--- config.mk ---
export PLATFORM = sky130hd
export DESIGN_NAME = timer8_waveform_generator
export DESIGN_NICKNAME = d
export VERILOG_FILES = /design/src/timer8_pkg.sv /design/src/timer8_waveform_generator.sv
export SDC_FILE = /design/constraint.sdc
export NUM_CORES = 1
export LEC_CHECK = 0
export ABC_AREA = 0
export ABC_CLOCK_PERIOD_IN_PS = 2200
export BUFFER_PORTS_ARGS = -buffer_cell sky130_fd_sc_hd__buf_4
export CORE_MARGIN = 10
export CORE_UTILIZATION = 50
export DETAILED_ROUTE_END_ITERATION = 12
export PLACE_DENSITY_LB_ADDON = 0.2
export RECOVER_POWER = 50
export SYNTH_ARGS = -nofsm -noshare
export SYNTH_HDL_FRONTEND = slang
export SYNTH_SLANG_ARGS = --single-unit
--- constraint.sdc ---
create_clock -name hclk -period 2.2 [get_ports hclk]
set_input_delay 0.22 -clock hclk [delete_from_list [all_inputs] [get_ports hclk]]
set_output_delay 0.22 -clock hclk [all_outputs]
set_load 0.05 [all_outputs]
--- src/timer8_pkg.sv ---
// Constants, register map and carrier types of the 8-bit timer waveform block.
// Assumes a single 50 MHz clock and an AHB-Lite master issuing single word transfers.
package timer8_pkg;

  localparam int CLK_MHZ = 50;

  // Register byte offsets
  localparam logic [4:0] CTRL_OFS = 5'h00;
  localparam logic [4:0] COUNT_OFS = 5'h04;
  localparam logic [4:0] COMPARE_OFS = 5'h08;
  localparam logic [4:0] STATUS_OFS = 5'h0C;
  localparam logic [4:0] PORT_OFS = 5'h10;

  // Field positions
  localparam int CTRL_MODE_LSB = 0;
  localparam int CTRL_COM_LSB = 2;
  localparam int CTRL_CS_LSB = 4;
  localparam int CTRL_FORCE_BIT = 7;
  localparam int STAT_OVF_BIT = 0;
  localparam int STAT_CMP_BIT = 1;
  localparam int STAT_WAVE_BIT = 2;
  localparam int PORT_OUT_BIT = 0;
  localparam int PORT_DIR_BIT = 1;

  // Waveform generation modes
  localparam logic [1:0] MODE_NORMAL = 2'h0;
  localparam logic [1:0] MODE_PHASE = 2'h1;
  localparam logic [1:0] MODE_CLEAR = 2'h2;
  localparam logic [1:0] MODE_FAST = 2'h3;

  // Compare output actions
  localparam logic [1:0] COM_OFF = 2'h0;
  localparam logic [1:0] COM_TOGGLE = 2'h1;
  localparam logic [1:0] COM_CLEAR = 2'h2;
  localparam logic [1:0] COM_SET = 2'h3;

  // Tick sources and prescaler terminal counts (cycles minus one)
  localparam logic [2:0] CS_NONE = 3'h0;
  localparam logic [2:0] CS_DIV1 = 3'h1;
  localparam logic [2:0] CS_DIV8 = 3'h2;
  localparam logic [2:0] CS_DIV64 = 3'h3;
  localparam logic [2:0] CS_DIV256 = 3'h4;
  localparam logic [2:0] CS_DIV1024 = 3'h5;
  localparam logic [9:0] DIV8_LAST = 10'h007;
  localparam logic [9:0] DIV64_LAST = 10'h03F;
  localparam logic [9:0] DIV256_LAST = 10'h0FF;
  localparam logic [9:0] DIV1024_LAST = 10'h3FF;

  localparam logic [7:0] COUNT_MAX = 8'hFF;
  localparam logic [7:0] COUNT_BOTTOM = 8'h00;
  localparam logic [7:0] REG_RST = 8'h00;
  localparam logic [9:0] PRE_RST = 10'h000;
  localparam logic [31:0] RDATA_RST = 32'h0000_0000;

  localparam logic [1:0] HTRANS_NONSEQ = 2'h2;
  localparam logic HRESP_OKAY = 1'b0;

  typedef enum logic {BUS_IDLE, BUS_DATA} bus_phase_t;

  typedef struct packed {
    logic hsel;
    logic [31:0] haddr;
    logic [1:0] htrans;
    logic hwrite;
    logic [2:0] hsize;
    logic [31:0] hwdata;
    logic hready;
  } ahb_req_t;

  typedef struct packed {
    logic hreadyout;
    logic hresp;
    logic [31:0] hrdata;
  } ahb_rsp_t;

  typedef struct packed {
    logic wave_pin_out;
    logic wave_pin_oe;
  } pin_t;

  // Next wave level for a compare match under a given output action
  function automatic logic wave_act(input logic [1:0] com, input logic w);
    case (com)
      COM_TOGGLE: return ~w;
      COM_CLEAR: return 1'b0;
      COM_SET: return 1'b1;
      default: return w;
    endcase
  endfunction

endpackage

--- src/timer8_waveform_generator.sv ---
// Counter, compare unit, wave output register and pin override of an 8-bit timer.
// Assumes an AHB-Lite master on hclk; the pin buffer resolves out/oe outside.
`timescale 1ns/1ps
`default_nettype none

module timer8_waveform_generator
  import timer8_pkg::*;
(
  input wire logic hclk,
  input wire logic hresetn,
  input wire timer8_pkg::ahb_req_t ahb_req,
  output timer8_pkg::ahb_rsp_t ahb_rsp,
  output timer8_pkg::pin_t pin
);

  typedef struct packed {
    logic [9:0] pre;
    logic [1:0] mode;
    logic [1:0] com;
    logic [2:0] cs;
    logic [7:0] count;
    logic [7:0] cmp_buf;
    logic [7:0] cmp_act;
    logic ovf;
    logic cmpf;
    logic wave;
    logic port_out;
    logic dir;
    logic block;
    bus_phase_t phase;
    logic write;
    logic [4:0] addr;
    logic hreadyout;
    logic [31:0] hrdata;
    logic pin_out;
    logic pin_oe;
  } state_t;

  localparam state_t STATE_RST = '{
    pre: PRE_RST, mode: MODE_NORMAL, com: COM_OFF, cs: CS_NONE,
    count: REG_RST, cmp_buf: REG_RST, cmp_act: REG_RST,
    ovf: 1'b0, cmpf: 1'b0, wave: 1'b0, port_out: 1'b0, dir: 1'b0,
    block: 1'b0, phase: BUS_IDLE, write: 1'b0, addr: CTRL_OFS,
    hreadyout: 1'b1, hrdata: RDATA_RST, pin_out: 1'b0, pin_oe: 1'b0};

  state_t q;
  state_t d;

  logic tick;
  logic match;
  logic at_max;
  logic pwm;
  logic wr_data;
  logic wr_ctrl;
  logic wr_count;
  logic wr_cmp;
  logic wr_stat;
  logic wr_port;
  logic force_w;
  logic [7:0] wd;

  ////////////////////////////////////////////////////////////////////////////
  // Tick and compare decode

  always_comb begin
    case (q.cs)
      CS_DIV1: tick = 1'b1;
      CS_DIV8: tick = (q.pre & DIV8_LAST) == DIV8_LAST;
      CS_DIV64: tick = (q.pre & DIV64_LAST) == DIV64_LAST;
      CS_DIV256: tick = (q.pre & DIV256_LAST) == DIV256_LAST;
      CS_DIV1024: tick = (q.pre & DIV1024_LAST) == DIV1024_LAST;
      default: tick = 1'b0;
    endcase
  end

  // A count write masks the match at the following tick
  assign match = (q.count == q.cmp_act) && !q.block;
  assign at_max = q.count == COUNT_MAX;
  assign pwm = q.mode[0];
  assign wd = ahb_req.hwdata[7:0];
  assign wr_data = (q.phase == BUS_DATA) && q.write;
  assign wr_ctrl = wr_data && (q.addr == CTRL_OFS);
  assign wr_count = wr_data && (q.addr == COUNT_OFS);
  assign wr_cmp = wr_data && (q.addr == COMPARE_OFS);
  assign wr_stat = wr_data && (q.addr == STATUS_OFS);
  assign wr_port = wr_data && (q.addr == PORT_OFS);
  // Strobe is judged against the mode being written in the same access
  assign force_w = wr_ctrl && wd[CTRL_FORCE_BIT] && !wd[CTRL_MODE_LSB];

  ////////////////////////////////////////////////////////////////////////////
  // Next state

  always_comb begin
    d = q;
    d.pre = 10'(q.pre + 10'h001);

    // Software side: control writes and write-one-to-clear flags
    if (wr_ctrl) begin
      d.mode = wd[CTRL_MODE_LSB +: 2];
      d.com = wd[CTRL_COM_LSB +: 2];
      d.cs = wd[CTRL_CS_LSB +: 3];
    end
    if (wr_cmp) begin
      d.cmp_buf = wd;
    end
    if (wr_port) begin
      d.port_out = wd[PORT_OUT_BIT];
      d.dir = wd[PORT_DIR_BIT];
    end
    if (wr_stat && wd[STAT_OVF_BIT]) begin
      d.ovf = 1'b0;
    end
    if (wr_stat && wd[STAT_CMP_BIT]) begin
      d.cmpf = 1'b0;
    end

    // Timer side, later in the block so a hardware set wins over a clear
    if (tick) begin
      d.block = 1'b0;
      case (q.mode)
        MODE_CLEAR: begin
          // Compare below count misses and rolls over first
          d.count = match ? COUNT_BOTTOM : 8'(q.count + 8'h01);
          if (at_max) begin
            d.ovf = 1'b1;
          end
        end
        MODE_FAST: begin
          d.count = at_max ? COUNT_BOTTOM : 8'(q.count + 8'h01);
          if (at_max) begin
            d.ovf = 1'b1;
            d.cmp_act = q.cmp_buf;
          end
        end
        default: begin
          d.count = 8'(q.count + 8'h01);
          if (at_max) begin
            d.ovf = 1'b1;
          end
        end
      endcase
      if (match) begin
        d.cmpf = 1'b1;
        d.wave = wave_act(q.com, q.wave);
      end
      // Bottom after match, so compare at max gives a flat level under clear and set (toggle still toggles)
      if ((q.mode == MODE_FAST) && at_max) begin
        if (q.com == COM_CLEAR) begin
          d.wave = 1'b1;
        end else if (q.com == COM_SET) begin
          d.wave = 1'b0;
        end
      end
    end

    // Forced compare changes only the wave register
    if (force_w) begin
      d.wave = wave_act(wd[CTRL_COM_LSB +: 2], d.wave);
    end

    // Software count write has the last word
    if (wr_count) begin
      d.count = wd;
      d.block = 1'b1;
    end

    // Non-PWM modes use the written compare value at once
    if (!d.mode[0]) begin
      d.cmp_act = d.cmp_buf;
    end

    // Pin override
    d.pin_out = (d.com != COM_OFF) ? d.wave : d.port_out;
    d.pin_oe = d.dir;

    // Bus slave: one wait state so a read always sees the prior write
    case (q.phase)
      BUS_IDLE: begin
        if (ahb_req.hsel && (ahb_req.htrans == HTRANS_NONSEQ) && ahb_req.hready) begin
          d.phase = BUS_DATA;
          d.hreadyout = 1'b0;
          d.write = ahb_req.hwrite;
          d.addr = ahb_req.haddr[4:0];
        end
      end
      BUS_DATA: begin
        d.phase = BUS_IDLE;
        d.hreadyout = 1'b1;
        if (!q.write) begin
          case (q.addr)
            CTRL_OFS: d.hrdata = {24'h00_0000, 1'b0, q.cs, q.com, q.mode};
            COUNT_OFS: d.hrdata = {24'h00_0000, q.count};
            COMPARE_OFS: d.hrdata = {24'h00_0000, q.cmp_buf};
            STATUS_OFS: d.hrdata = {29'h0000_0000, q.wave, q.cmpf, q.ovf};
            PORT_OFS: d.hrdata = {30'h0000_0000, q.dir, q.port_out};
            default: d.hrdata = RDATA_RST;
          endcase
        end
      end
      default: begin
        d.phase = BUS_IDLE;
        d.hreadyout = 1'b1;
      end
    endcase
  end

  ////////////////////////////////////////////////////////////////////////////
  // State register

  always_ff @(posedge hclk or negedge hresetn) begin
    if (!hresetn) begin
      q <= STATE_RST;
    end else begin
      q <= d;
    end
  end

  assign ahb_rsp = '{hreadyout: q.hreadyout, hresp: HRESP_OKAY, hrdata: q.hrdata};
  assign pin = '{wave_pin_out: q.pin_out, wave_pin_oe: q.pin_oe};
endmodule // timer8_waveform_generator

`default_nettype wire

==> reports/qor.csv <==
metric,value,unit
ys_seq_area_share,44.7,%
setup_tns,0,ns
power.leakage,1.87,nW
max_slew_margin,45.8,%
fmax,0.465,GHz
postSynthAreaPerCell,10.2,um^2
first_global_vias,2754,
worstSetupPathType,reg -> reg,
gp_congestion,0.842,
path_clk_slew,0.08,ns
numCtsBuffers,9,
rsz0062_at_grt,yes,
synth_top_cells_by_area,"dfrtp_1 (44%), buf_4 (7.5%), mux2_2 (4.4%)",
cts_sinks,64,
cts_tree,done,
final_area,4180,um^2
ant_nets,0,
setup_violations,0,
die-area,11000,um^2
first_iter_violations,123,
cts_max_path_buffers,2,
n_antenna_cell,0,
ys_ff_latch,64,
viasPerCell,5.38,
die_y,105,um
synth_enable_flop_cells,0,
drc,0,
drtPass1Iterations,4,
place_hpwl,6190,um
wl,8430,um
ys_types,57,
path_delay_family,compound AO/OA/AOI/OAI gates,
synth.largest_area_cell,dfrtp_1,
min_period,2.15,ns
grt_start_max_net_pins,65,
drive_gt1_share,30.3,%
peakVddDrop,0.458,mV
finalPower,3.81,mW
yosys_warnings,0,
path_cells,ha_4 -> nand3_2 -> a2111oi_4 -> o21ai_2 -> buf_4 -> a221o_2 -> a211oi_2 -> nor3_1,
end_kind,flop,
wl_per_cell,16.9,um
area_growth_syn_to_layout,16.6,%
slowest_stage,dfrtp_1,
netlist_instances,353,
cp_data_required_time,2.41,ns
final_cell_mix,"dfrtp_1 (63), buf_4 (56), nand2_1 (28)",
overflow,0,
yosysTopAreaCellShare,44.0,%
path_buf_inv,1,
port_buffers,30,
rows,30,
layout_commonest_cell,dfrtp_1,
initial_core_util,52.2,%
fp.coreArea,6870,um^2
status,completed,
cp.arrival,2.36,ns
num-nets-final,475,
skew,0.0118,ns
finalHoldViolCount,0,
vias,2686,
whs,0.103,ns
finalMaxSlewViolations,0,
die_w,105,um
syn_area,3590,um^2
hold_path_class,in -> reg,
worstMarginPinSlew,0.813,ns
p_per_area,912,nW/um^2
critPathMaxFanout,4,
ios,110,
insertion_delay,0.34,ns
drv_cap,0,
place_area,3870,um^2
grtUsageTotal,15.3,%
fin_crit_sh,97.7,%
async_reset_ff_share,100,%
antenna_found_initial,0,
yosys_most_used_dff,dfrtp_1,
cts.htree.levels,3,
grt_pass1_wl,13800,um
crit_path_max_incr_delay,0.42,ns
clockRootBuffer,clkbuf_8,
utilization,60.9,%
critPathLaunchType,flop,
-- what timing repair did --
action                                  CTS  global route
hold buffers                              1             0
endpoints found under the setup margin    1            15
pin swaps                                 0             3
endpoints found under the hold margin     3             0
resized for setup                         1            12
buffers inserted                          0             4
-- per-layer routing --
layer  global-route usage (%)  share of wire (%)  wire length (um)  vias up
li1                         -                  -                 -     1291
met1                     20.1                 45              3810     1304
met4                     5.69                1.9               158        0
met5                        0                  0                 0        -
met3                     3.44                5.6               476       15
met2                     23.9                 47              3990       76
-- layout make-up --
class                           instances  area, um^2
Clock buffer                           12         165
Fill cell                             615        2690
Sequential cell                        64        1600
Inverter                               14        52.6
Timing Repair Buffer                   58         450
Multi-Input combinational cell        251        1740
Clock inverter                          4        51.3
Tap cell                               96         120
-- synthesized netlist by cell type, types with 3 or more instances --
cell type	instances
a211oi_1	4
a21oi_1	13
a221o_1	8
a22o_1	8
and3_1	5
buf_2	4
buf_4	36
clkbuf_1	6
dfrtp_1	63
ha_1	3
inv_1	13
mux2_2	14
mux2i_1	10
nand2_1	29
nand3_1	9
nor2_1	26
nor2b_1	3
nor3_1	3
nor3b_2	4
o21ai_0	18
o21ai_1	4
o22ai_1	9
or2_2	3
xnor2_1	4
xor2_1	12
-- where the power goes --
group	total, mW	leakage (nW)	internal (mW)	switching [mW]
combinational	1.19	1.02	0.489	0.699
sequential	1.54	0.744	1.36	0.178
clock	1.09	0.109	0.616	0.472
total	3.81	1.87	2.46	1.35
-- kinds of logic (layout without fill, tap and decap cells) --
group,Yosys count,in the layout,share of synthesized area (%)
xor+xnor,16,16,3.91
simple gates,101,101,15.0
mux,26,26,8.44
buf+inv,62,88,10.8
other cells,1,25,0.105
fa+ha+maj,3,3,1.05
flops,64,64,44.7
compound gates,80,80,16.0
-- final timing paths --
kind	from	to	slack, ns	cells past startpoint
hold / removal	ahb_req[36]	q[40]	0.10	2
setup / recovery	q[79]	pin[1]	0.05	8
setup reg to reg	q[79]	pin[1]	0.05	8
hold reg to reg	q[88]	q[88]	0.48	1
min in group asynchronous	hresetn	ahb_rsp[2]	0.52	2
max in group asynchronous	hresetn	q[83]	1.14	2
-- metrics by stage --
step | std cells | setup WS (ns)
after floorplan | 377 | 0.181
after global placement | 478 | 0.0524
after detailed placement | 478 | 0.0228
after CTS | 495 | 0.0213
after global routing | 499 | -0.0505
final | 499 | 0.0509
-- flip-flops by register name, indices dropped and copies added (netlist names) --
name and flops:
ahb_rsp 9, pin 2, pwm 1, q 52
Note: power is estimated with default switching activity, not from simulation.
